[src/logic/adc_ctrl_pkg.sv]
// Contract
// - High result register returns result bits 9:2 in its bits 7:0.
// - Low result register holds result bits 1:0; its bits 7:2 read zero.
// - Setting converter_on starts back-to-back conversions of a channel.
// - Clearing converter_on disables the converter and stops conversion.
// - A finished conversion sets bit 7 and publishes the result.
// - A high register read or control/status write clears bit 7.
// - A new channel_select aborts, clears end-of-conversion, restarts.
// - A low read locks both results; high read or converter off unlocks.
// - Locked results stay unchanged until a high read or converter off unlocks them.
// - Clock bits slow,speed: 00 /2, 01 /1, 10 /4, 11 /2.
// - channel_select value n selects analog input n, for n from 0 to 15.
// - Over-range gives FFh high and 03h low; under-range gives all zeros.
// - Control/status bit 7 is read-only; bits 6:0 are read-write.
// - Wait has no effect; halt disables, wake-up needs a settling time.
`default_nettype none

package adc_ctrl_pkg;

  // ==========================================================================
  // Register map
  // ==========================================================================
  localparam logic [9:0]  IDX_CSR   = 10'h045;
  localparam logic [9:0]  IDX_HIGH  = 10'h046;
  localparam logic [9:0]  IDX_LOW   = 10'h047;
  localparam logic [9:0]  IDX_ISTAT = 10'h048;
  localparam logic [9:0]  IDX_IMASK = 10'h049;
  localparam logic [11:0] ADDR_CSR   = {IDX_CSR, 2'b00};
  localparam logic [11:0] ADDR_HIGH  = {IDX_HIGH, 2'b00};
  localparam logic [11:0] ADDR_LOW   = {IDX_LOW, 2'b00};
  localparam logic [11:0] ADDR_ISTAT = {IDX_ISTAT, 2'b00};
  localparam logic [11:0] ADDR_IMASK = {IDX_IMASK, 2'b00};

  localparam int unsigned CSR_EOC_BIT   = 7;
  localparam int unsigned CSR_SPEED_BIT = 6;
  localparam int unsigned CSR_ON_BIT    = 5;
  localparam int unsigned CSR_SLOW_BIT  = 4;
  localparam int unsigned CSR_CH_LSB    = 0;
  localparam int unsigned CH_W          = 4;

  localparam logic [6:0] CSR_CTL_RESET = 7'h00;
  localparam logic [7:0] RESULT_RESET  = 8'h00;
  localparam logic [1:0] IRQ_RESET     = 2'h0;

  localparam int unsigned EV_EOC = 0;
  localparam int unsigned EV_OVR = 1;

  // ==========================================================================
  // Timing
  // ==========================================================================
  localparam int unsigned CLK_PERIOD_NS = 20;
  localparam int unsigned STAB_TIME_NS  = 2000;
  localparam int unsigned STAB_CYCLES   =
    (STAB_TIME_NS + CLK_PERIOD_NS - 1) / CLK_PERIOD_NS;
  localparam logic [7:0] STAB_LAST   = 8'(STAB_CYCLES - 1);
  localparam logic [3:0] SAMPLE_LAST = 4'h3;
  localparam logic [3:0] BIT_TOP     = 4'h9;
  localparam logic [9:0] SAR_FIRST   = 10'h200;

  // ==========================================================================
  // Types
  // ==========================================================================
  typedef struct packed {
    logic        psel;
    logic        penable;
    logic        pwrite;
    logic [11:0] paddr;
    logic [31:0] pwdata;
  } apb_req_t;

  typedef struct packed {
    logic [31:0] prdata;
    logic        pready;
    logic        pslverr;
  } apb_rsp_t;

  typedef enum logic [3:0] {
    CONV_OFF    = 4'b0001,
    CONV_STAB   = 4'b0010,
    CONV_SAMPLE = 4'b0100,
    CONV_BITS   = 4'b1000
  } conv_state_t;

  typedef struct packed {
    logic [6:0]  ctl;
    logic        eoc;
    logic [7:0]  res_high;
    logic [1:0]  res_low;
    logic        locked;
    logic        halted;
    conv_state_t fsm;
    logic [1:0]  div_cnt;
    logic [3:0]  step;
    logic [7:0]  stab_cnt;
    logic [9:0]  sar;
    logic [1:0]  irq_stat;
    logic [1:0]  irq_mask;
    logic [31:0] prdata;
    logic        rd_ok;
  } adc_state_t;

endpackage

`default_nettype wire

[src/logic/sar_adc_control_logic.sv]
`timescale 1ns/1ns
`default_nettype none

module sar_adc_control_logic
  import adc_ctrl_pkg::*;
(
  input  wire logic       pclk,
  input  wire logic       presetn,
  input  wire logic       clk_en,
  input  wire apb_req_t   apb_req,
  output var  apb_rsp_t   apb_rsp,
  input  wire logic       halt_mode,
  input  wire logic       comp_in,
  output var  logic       adc_power,
  output var  logic [3:0] adc_channel,
  output var  logic       adc_sample,
  output var  logic [9:0] dac_code,
  output var  logic       irq
);

  // ==========================================================================
  // Bus decode
  // ==========================================================================
  adc_state_t  st_reg;
  adc_state_t  st_next;
  logic        hit_csr;
  logic        hit_high;
  logic        hit_low;
  logic        hit_stat;
  logic        hit_mask;
  logic        mapped;
  logic        ready;
  logic        rd_acc;
  logic        wr_acc;
  logic [31:0] rd_mux;
  logic [1:0]  div_last;
  logic        tick;

  assign hit_csr  = apb_req.paddr == ADDR_CSR;
  assign hit_high = apb_req.paddr == ADDR_HIGH;
  assign hit_low  = apb_req.paddr == ADDR_LOW;
  assign hit_stat = apb_req.paddr == ADDR_ISTAT;
  assign hit_mask = apb_req.paddr == ADDR_IMASK;
  assign mapped   = hit_csr | hit_high | hit_low | hit_stat | hit_mask;

  // Read data is captured in the setup cycle, so the access phase is ready.
  assign ready  = apb_req.psel & apb_req.penable & clk_en & st_reg.rd_ok;
  assign rd_acc = ready & ~apb_req.pwrite & mapped;
  assign wr_acc = ready & apb_req.pwrite & mapped;

  always_comb begin
    rd_mux = 32'h0000_0000;
    if (hit_csr)
      rd_mux[7:0] = {st_reg.eoc, st_reg.ctl};
    if (hit_high)
      rd_mux[7:0] = st_reg.res_high;
    if (hit_low)
      rd_mux[7:0] = {6'h00, st_reg.res_low};
    if (hit_stat)
      rd_mux[1:0] = st_reg.irq_stat;
    if (hit_mask)
      rd_mux[1:0] = st_reg.irq_mask;
  end

  // ==========================================================================
  // Conversion clock divider
  // ==========================================================================
  always_comb begin
    unique case ({st_reg.ctl[CSR_SLOW_BIT], st_reg.ctl[CSR_SPEED_BIT]})
      2'b00:   div_last = 2'h1;
      2'b01:   div_last = 2'h0;
      2'b10:   div_last = 2'h3;
      2'b11:   div_last = 2'h1;
      default: div_last = 2'h1;
    endcase
  end

  assign tick = st_reg.div_cnt == div_last;

  // ==========================================================================
  // Next state
  // ==========================================================================
  always_comb begin
    logic       done;
    logic [9:0] sar_n;
    logic       new_on;
    logic [3:0] new_ch;
    done    = 1'b0;
    sar_n   = st_reg.sar;
    new_on  = apb_req.pwdata[CSR_ON_BIT];
    new_ch  = apb_req.pwdata[CSR_CH_LSB +: CH_W];
    st_next = st_reg;

    st_next.div_cnt = tick ? 2'h0 : 2'(st_reg.div_cnt + 2'h1);

    // Conversion sequencer: fixed sample window then ten bit trials.
    unique case (st_reg.fsm)
      CONV_OFF: begin
        if (st_reg.ctl[CSR_ON_BIT] && !halt_mode) begin
          st_next.fsm      = st_reg.halted ? CONV_STAB : CONV_SAMPLE;
          st_next.halted   = 1'b0;
          st_next.stab_cnt = 8'h00;
          st_next.step     = 4'h0;
          st_next.div_cnt  = 2'h0;
        end
      end
      CONV_STAB: begin
        st_next.stab_cnt = 8'(st_reg.stab_cnt + 8'h01);
        if (st_reg.stab_cnt == STAB_LAST) begin
          st_next.fsm     = CONV_SAMPLE;
          st_next.step    = 4'h0;
          st_next.div_cnt = 2'h0;
        end
      end
      CONV_SAMPLE: begin
        if (tick) begin
          st_next.step = 4'(st_reg.step + 4'h1);
          if (st_reg.step == SAMPLE_LAST) begin
            st_next.fsm  = CONV_BITS;
            st_next.step = BIT_TOP;
            st_next.sar  = SAR_FIRST;
          end
        end
      end
      CONV_BITS: begin
        if (tick) begin
          // Comparator high keeps the trial bit; a saturated input ends
          // at 3ffh and an input below range at zero.
          if (!comp_in)
            sar_n[st_reg.step] = 1'b0;
          if (st_reg.step == 4'h0) begin
            done         = 1'b1;
            st_next.fsm  = CONV_SAMPLE;
          end else begin
            sar_n[4'(st_reg.step - 4'h1)] = 1'b1;
            st_next.step = 4'(st_reg.step - 4'h1);
          end
          st_next.sar = sar_n;
        end
      end
      default: st_next.fsm = CONV_OFF;
    endcase

    // Halt powers the converter down; wait mode has no input here.
    if (halt_mode && st_reg.fsm != CONV_OFF) begin
      st_next.fsm    = CONV_OFF;
      st_next.halted = 1'b1;
      done           = 1'b0;
    end

    // Register side effects.
    if (rd_acc && hit_high) begin
      st_next.eoc    = 1'b0;
      st_next.locked = 1'b0;
    end
    if (rd_acc && hit_low)
      st_next.locked = 1'b1;

    if (wr_acc && hit_csr) begin
      st_next.ctl = apb_req.pwdata[6:0];
      st_next.eoc = 1'b0;
      if (!new_on) begin
        st_next.fsm    = CONV_OFF;
        st_next.locked = 1'b0;
        st_next.halted = 1'b0;
        done           = 1'b0;
      end else if (new_ch != st_reg.ctl[CSR_CH_LSB +: CH_W] &&
                   st_reg.fsm != CONV_OFF &&
                   st_next.fsm != CONV_OFF) begin
        st_next.fsm     = CONV_SAMPLE;
        st_next.step    = 4'h0;
        st_next.div_cnt = 2'h0;
        done            = 1'b0;
      end
    end

    if (wr_acc && hit_stat)
      st_next.irq_stat = st_reg.irq_stat & ~apb_req.pwdata[1:0];
    if (wr_acc && hit_mask)
      st_next.irq_mask = apb_req.pwdata[1:0];

    // Completion comes last so that its set beats any clear this cycle.
    if (done) begin
      st_next.eoc              = 1'b1;
      st_next.irq_stat[EV_EOC] = 1'b1;
      if (!st_next.locked) begin
        st_next.res_high = sar_n[9:2];
        st_next.res_low  = sar_n[1:0];
      end else begin
        st_next.irq_stat[EV_OVR] = 1'b1;
      end
    end

    if (apb_req.psel && !apb_req.penable) begin
      st_next.prdata = rd_mux;
      st_next.rd_ok  = 1'b1;
    end
    if (ready)
      st_next.rd_ok = 1'b0;

    if (!clk_en)
      st_next = st_reg;
  end

  always_ff @(posedge pclk or negedge presetn) begin
    if (!presetn) begin
      st_reg <= '{ctl:      CSR_CTL_RESET,
                  eoc:      1'b0,
                  res_high: RESULT_RESET,
                  res_low:  2'h0,
                  locked:   1'b0,
                  halted:   1'b0,
                  fsm:      CONV_OFF,
                  div_cnt:  2'h0,
                  step:     4'h0,
                  stab_cnt: 8'h00,
                  sar:      10'h000,
                  irq_stat: IRQ_RESET,
                  irq_mask: IRQ_RESET,
                  prdata:   32'h0000_0000,
                  rd_ok:    1'b0};
    end else begin
      st_reg <= st_next;
    end
  end

  // ==========================================================================
  // Outputs
  // ==========================================================================
  assign apb_rsp.prdata  = st_reg.prdata;
  assign apb_rsp.pready  = ready;
  assign apb_rsp.pslverr = ready & ~mapped;

  assign adc_power   = st_reg.fsm != CONV_OFF;
  assign adc_channel = st_reg.ctl[CSR_CH_LSB +: CH_W];
  assign adc_sample  = st_reg.fsm == CONV_SAMPLE;
  assign dac_code    = (st_reg.fsm == CONV_BITS) ? st_reg.sar : 10'h000;
  assign irq         = |(st_reg.irq_stat & st_reg.irq_mask);

endmodule

`default_nettype wire

[config.mk]
export PLATFORM = sky130hd
export DESIGN_NAME = sar_adc_control_logic
export DESIGN_NICKNAME = d
export VERILOG_FILES = /design/src/logic/adc_ctrl_pkg.sv /design/src/logic/sar_adc_control_logic.sv
export SDC_FILE = /design/constraint.sdc
export NUM_CORES = 1
export LEC_CHECK = 0
export ABC_AREA = 1
export BUFFER_PORTS_ARGS = -buffer_cell sky130_fd_sc_hd__buf_2
export CORE_UTILIZATION = 30
export DETAILED_ROUTE_END_ITERATION = 10
export PLACE_DENSITY = 0.63
export SYNTH_ARGS = -nofsm -noshare
export SYNTH_HDL_FRONTEND = slang
export SYNTH_SLANG_ARGS = --single-unit
[constraint.sdc]
create_clock -name pclk -period 1.8 [get_ports pclk]
set_input_delay 0.36 -clock pclk [delete_from_list [all_inputs] [get_ports pclk]]
set_output_delay 0.36 -clock pclk [all_outputs]
set_load 0.02 [all_outputs]
==> results.json, run 1 <==
{
  "dp_hpwl_um": 8510,
  "critPathRequiredTime_ns": 1.44,
  "stdcell_area_um2": 5760,
  "synth_area_leaders": "dfrtp_1, nand2_1, buf_4",
  "startpoint_type": "flip-flop",
  "cts_tree": "built",
  "worstPathArrival_ns": 1.50,
  "avgSynthCellArea_um2": 6.95,
  "grtUsageTotal": 0.163,
  "antenna_found_initial": 0,
  "drv_cap": 0,
  "path_cells": "nor2_4, nand3_4, buf_12, nor2_4, buf_6",
  "wl_per_cell_um": 12.7,
  "synth_top_area_share": 0.352,
  "drive_gt1_frac": 0.309,
  "power_density_nw_per_um2": 995,
  "rrSetupSlack_ns": -0.02,
  "ys_ff_latch": 61,
  "coreArea_um2": 13900,
  "die_w_um": 121,
  "power_leakage_nw": 2.94,
  "dieArea_um2": 14700,
  "cts_buffers": 9,
  "rows": 43,
  "timing.final.crit_share": 1.04,
  "critical_path.endpoint_type": "output port",
  "grt_pass1_wl_um": 18600,
  "reg2reg_to": "st_reg[73]$_DFFE_PN0P_",
  "pin_count": 103,
  "finalHoldViolations": 0,
  "clock_tree.root_cell": "clkbuf_16",
  "r2r-start": "st_reg[61]$_DFFE_PN1P_",
  "crit_start": "st_reg[61]$_DFFE_PN1P_",
  "clk_pin_slew_ns": 0.06,
  "netlist_instances": 614,
  "instances_no_fill": 917,
  "crit_buf_inv": 2,
  "yosysWarnings": 0,
  "route.detailed.drc": 0,
  "cp_common_cell": "nor2_4",
  "portBuffers": 53,
  "nNetsFinal": 790,
  "fin_skew_ns": 0.00966,
  "ant_nets": 0,
  "critPathMaxFanout": 7,
  "setup_viol": 16,
  "num-fill-cells": 1447,
  "fin_ws_ns": -0.0633,
  "critPathTopFamily": "flip-flops",
  "slowest_delay_ns": 0.62,
  "clock_latency_ns": 0.34,
  "grt_pass1_vias": 3887,
  "drt_iter0_drc": 233,
  "clockBufferDepth": 2,
  "worstSetupEndpoint": "dac_code[4]",
  "drt_first_pass_iters": 5,
  "timing.fmax_ghz": 0.537,
  "synth_seq_area_share": 0.358,
  "finalPower_w": 0.00573,
  "largest_reg_flops": 49,
  "yosysTopAreaCell": "dfrtp_1",
  "run_status": "complete, but fails checks",
  "rsz0062_at_grt": "true",
  "critPathKind": "flip-flop to output port",
  "post_dp_cell_area_um2": 4970,
  "initial_core_util": 0.307,
  "gp_congestion": 0.906,
  "grt_max_degree": 29,
  "violations": "negative setup slack",
  "clkSinkCount": 61,
  "areaGrowthSynthToFinish_pct": 35.0,
  "synth_area_um2": 4270,
  "grt.overflow.total": 0,
  "drt-total-wl_um": 11600,
  "slowest_stage": "dfstp_2",
  "diodes": 0,
  "period_minus_slack_ns": 1.86,
  "crit_cells": 5,
  "die_height_um": 121,
  "ir_drop_mv": 0.388,
  "via_per_inst": 4.60,
  "htreeDepth": 3,
  "r2r_cells": 11,
  "via_count": 4217,
  "synth_cell_types": 42,
  "min_path_type": "primary input to flip-flop",
  "drv_slew": 0,
  "place_inst": 882
}
where the power goes:
part	leakage (nW)	switching, W	internal (W)
Sequential	0.791	0.000150	0.00160
Clock	0.143	0.000624	0.00110
Combinational	2.01	0.00138	0.000876
how the worst min path moves through the flow:
stage / from / to / slack (ns) / depth (start not counted)
after global placement: presetn / st_reg[51]$_DFFE_PN0P_ / 0.31 / 1
after floorplan: presetn / adc_channel[0]$_DFFE_PN0P_ / 0.06 / 0
after detailed placement: presetn / st_reg[51]$_DFFE_PN0P_ / 0.31 / 1
after global routing: apb_req[4] / st_reg[82]$_DFFE_PN0P_ / 0.27 / 3
final: apb_req[4] / st_reg[82]$_DFFE_PN0P_ / 0.26 / 3
after CTS: apb_req[4] / st_reg[82]$_DFFE_PN0P_ / 0.26 / 3
area by class of cell:
class	count	area, um2	area share
clock buffer	12	246	0.0428
clock inverter	4	47.5	0.00826
inverter	89	337	0.0585
multi-input combinational	440	2340	0.406
sequential	61	1530	0.265
tap	180	225	0.0391
timing repair buffer	131	1040	0.180
cell usage after synthesis (all sizes together):
| cell | n |
|---|---|
| o22ai | 7 |
| nand3b | 2 |
| xor2 | 4 |
| a21oi | 18 |
| dfstp | 1 |
| and3 | 1 |
| clkbuf | 5 |
| clkinv | 1 |
| nor3b | 2 |
| nand2 | 165 |
| o21a | 1 |
| ha | 6 |
| o31ai | 2 |
| nand3 | 57 |
| dfrtp | 60 |
| a31oi | 1 |
| nor4 | 2 |
| o211ai | 7 |
| inv | 88 |
| buf | 44 |
| nand4 | 5 |
| a22o | 1 |
| nor2 | 66 |
| conb | 1 |
| o21ai | 53 |
| nor3 | 13 |
| xnor2 | 1 |
worst register-to-register path, cell delays in order (launching register included):
cell     delay, ns
dfstp_2       0.62
nor2_4        0.06
nand3_4       0.12
nand2_2       0.10
nor2_4        0.10
nor3_2        0.05
nand2_2       0.09
nand2_2       0.08
nor2_4        0.21
nand2_2       0.14
nand2_1       0.09
nand2_1       0.05
cells by family after synthesis:
group | after synthesis | share of synthesized area
other | 1 | 0.000879
AND/OR/NAND/NOR | 313 | 0.336
adder cells (fa/ha/maj) | 6 | 0.0176
buffers and inverters | 138 | 0.161
XOR/XNOR | 5 | 0.0103
AO/OA/AOI/OAI | 90 | 0.116
flip-flops | 61 | 0.358
stage by stage:
| step | hold WS [ns] | worst slack, ns | setup TNS [ns] | utilization |
|---|---|---|---|---|
| 6_report | 0.257 | -0.0633 | -0.539 | 0.415 |
| 5_1_grt | 0.274 | -0.132 | -2.82 | 0.415 |
| 4_1_cts | 0.261 | -0.0513 | -0.665 | 0.399 |
| 3_5_place_dp | 0.309 | -0.121 | -1.11 | 0.358 |
| 3_3_place_gp | 0.308 | -0.104 | -0.987 | 0.358 |
| 2_1_floorplan | 0.0644 | 0.0814 | 0 | - |
layer usage:
layer | vias to the layer above | track usage | share of wire
li1 | 2150 | - | -
met1 | 1946 | 0.215 | 0.47
met2 | 105 | 0.259 | 0.46
met3 | 16 | 0.0376 | 0.051
met4 | 0 | 0.0540 | 0.017
met5 | - | 0 | 0
repair_timing:
action,in CTS,in global routing
setup buffers,6,6
gates resized for setup,54,43
setup endpoints to repair,23,47
hold buffers,1,0
hold endpoints to repair,10,0
pin swaps,5,15
gates cloned,2,4
cells in the final DEF (no fill, tap or decap), types with 2 or more instances in the layout:
| master | Yosys | routed |
|---|---|---|
| nor2_1 | 55 | 34 |
| o211ai_1 | 7 | 7 |
| o21ai_0 | 52 | 42 |
| conb_1 | 1 | 24 |
| nand3_4 | 1 | 3 |
| nor3b_1 | 2 | 2 |
| nor3_4 | 1 | 2 |
| o21ai_1 | 1 | 11 |
| ha_1 | 6 | 5 |
| clkinv_2 | 0 | 2 |
| buf_2 | 3 | 41 |
| buf_6 | 3 | 16 |
| nor4_1 | 2 | 2 |
| nand3_2 | 4 | 4 |
| xor2_1 | 4 | 4 |
| nand3b_1 | 2 | 2 |
| nand2_2 | 5 | 13 |
| o22ai_1 | 7 | 7 |
| clkbuf_16 | 0 | 11 |
| buf_4 | 38 | 67 |
| inv_1 | 72 | 69 |
| nand2_1 | 158 | 149 |
| inv_2 | 16 | 18 |
| nor2_4 | 3 | 15 |
| nor3_1 | 10 | 10 |
| nand2_4 | 2 | 4 |
| nor2_2 | 7 | 17 |
| dfrtp_1 | 60 | 60 |
| a21oi_1 | 17 | 17 |
| nand3_1 | 52 | 50 |
| buf_12 | 0 | 3 |
| clkbuf_1 | 4 | 2 |
| nand4_1 | 5 | 5 |
(Power assumes the default switching activity.)
==> run 2: changes to the inputs <==
- CORE_MARGIN: not set -> 2
==> results.json, run 2 (synthesized netlist as in run 1, its figures left out) <==
{
  "run_status": "complete, but fails checks",
  "drive_gt1_frac": 0.335,
  "cp_common_cell": "nor2_4",
  "ir_drop_mv": 0.586,
  "r2r-start": "st_reg[61]$_DFFE_PN1P_",
  "worstPathArrival_ns": 1.56,
  "setup_viol": 25,
  "diodes": 0,
  "layout_common_cells": "nand2_1, buf_4, inv_1",
  "cts_buffers": 9,
  "drv_cap": 0,
  "drt-total-wl_um": 11800,
  "hp-start": "apb_req[6]",
  "timing.fmax_ghz": 0.522,
  "grt_max_degree": 31,
  "path_cells": "nor2_4, nand3_4, buf_12, nor2_4, buf_6",
  "clkSinkCount": 61,
  "startpoint_type": "flip-flop",
  "wl_per_cell_um": 12.9,
  "pin_count": 103,
  "min_to": "st_reg[84]$_DFFE_PN0P_",
  "initial_core_util": 0.307,
  "via_count": 4167,
  "dieArea_um2": 15200,
  "drv_slew": 0,
  "violations": "negative setup slack",
  "r2r_cells": 12,
  "antenna_found_initial": 0,
  "coreArea_um2": 13900,
  "num-fill-cells": 1414,
  "multi_input_area_um2": 2460,
  "critPathRequiredTime_ns": 1.44,
  "rows": 43,
  "power_leakage_nw": 2.97,
  "dp_hpwl_um": 8480,
  "gp_congestion": 0.893,
  "clock_tree.root_cell": "clkbuf_16",
  "critPathKind": "flip-flop to output port",
  "nNetsFinal": 794,
  "drt_first_pass_iters": 4,
  "cts_tree": "built",
  "ant_nets": 0,
  "period_minus_slack_ns": 1.92,
  "fin_skew_ns": 0.00620,
  "largest_reg_flops": 49,
  "slowest_stage": "dfstp_2",
  "rsz0062_at_grt": "true",
  "areaGrowthSynthToFinish_pct": 38.6,
  "critical_path.endpoint_type": "output port",
  "whs_path_depth": 3,
  "fin_ws_ns": -0.116,
  "regArea_um2": 1530,
  "place_ws_ns": -0.142,
  "slowest_delay_ns": 0.61,
  "reg2reg_to": "st_reg[74]$_DFFE_PN0P_",
  "die_height_um": 123,
  "critPathMaxFanout": 7,
  "power_density_nw_per_um2": 1020,
  "via_per_inst": 4.53,
  "portBuffers": 53,
  "final_common_cell": "nand2_1",
  "timing.final.crit_share": 1.06,
  "rrSetupSlack_ns": -0.10,
  "route.detailed.drc": 0,
  "grtUsageTotal": 0.157,
  "fin_util": 0.426,
  "clockBufferDepth": 2,
  "clock_latency_ns": 0.34,
  "htreeDepth": 3,
  "grt_pass1_vias": 3944,
  "drt_iter0_drc": 204,
  "finalHoldViolations": 0,
  "clk_pin_slew_ns": 0.05,
  "grt.overflow.total": 0,
  "min_path_type": "primary input to flip-flop",
  "grt_pass1_wl_um": 18700,
  "die_w_um": 123
}
[run 2: critical path: cells and delay by family (launching register included)]
| family | cells | cell delay, ns |
|---|---|---|
| DFF | 1 | 0.61 |
| buffers and inverters | 2 | 0.32 |
| and+or+nand+nor | 3 | 0.29 |
[run 2: timing repair]
| item | CTS | global route |
|---|---|---|
| pin swaps | 10 | 30 |
| setup buffers | 11 | 5 |
| setup endpoints to repair | 26 | 48 |
| resized for setup | 64 | 59 |
| hold buffers | 1 | 0 |
| gates cloned | 2 | 0 |
| hold endpoints to repair | 9 | 0 |
[run 2: cell type report]
class	count	share of cell area
inverters	89	0.0578
clock inverters	4	0.00804
well taps	180	0.0381
flip-flops and latches	61	0.258
clock buffers	11	0.0427
multi-input cells	439	0.416
repair buffers	136	0.179
[run 2: how the worst max path moves through the flow]
stage	start	to	slack, ns	cells past startpoint
floorplan	st_reg[55]$_DFFE_PN0P_	st_reg[71]$_DFFE_PN0P_	0.08	11
detailed placement	apb_req[0]	st_reg[74]$_DFFE_PN0P_	-0.14	12
finish	st_reg[61]$_DFFE_PN1P_	dac_code[4]	-0.12	5
global route	st_reg[55]$_DFFE_PN0P_	st_reg[76]$_DFFE_PN0P_	-0.22	14
global placement	apb_req[0]	st_reg[74]$_DFFE_PN0P_	-0.11	12
CTS	st_reg[62]$_DFFE_PN0P_	dac_code[3]	-0.06	5
[run 2: report_power, final]
| part | internal (W) | switching (W) |
|---|---|---|
| clock | 0.00113 | 0.000633 |
| sequential | 0.00160 | 0.000146 |
| combinational | 0.000983 | 0.00152 |
[run 2: through the flow]
stage	instances	power, W	setup TNS, ns	cell area [um2]	hold WS, ns
after floorplan	637	0.00295	0	4350	0.0644
after global placement	886	0.00362	-1.07	5000	0.294
after detailed placement	886	0.00364	-1.28	5000	0.287
after CTS	915	0.00566	-0.769	5660	0.256
after global routing	920	0.00639	-5.19	5910	0.279
final	920	0.00601	-1.95	5910	0.254
[run 2: layer usage]
layer | part of all wire | wire [um] | GRT usage
met1 | 0.48 | 5710 | 0.222
met2 | 0.46 | 5440 | 0.244
met3 | 0.048 | 568 | 0.0346
met4 | 0.0095 | 112 | 0.0384
met5 | 0 | 0 | 0
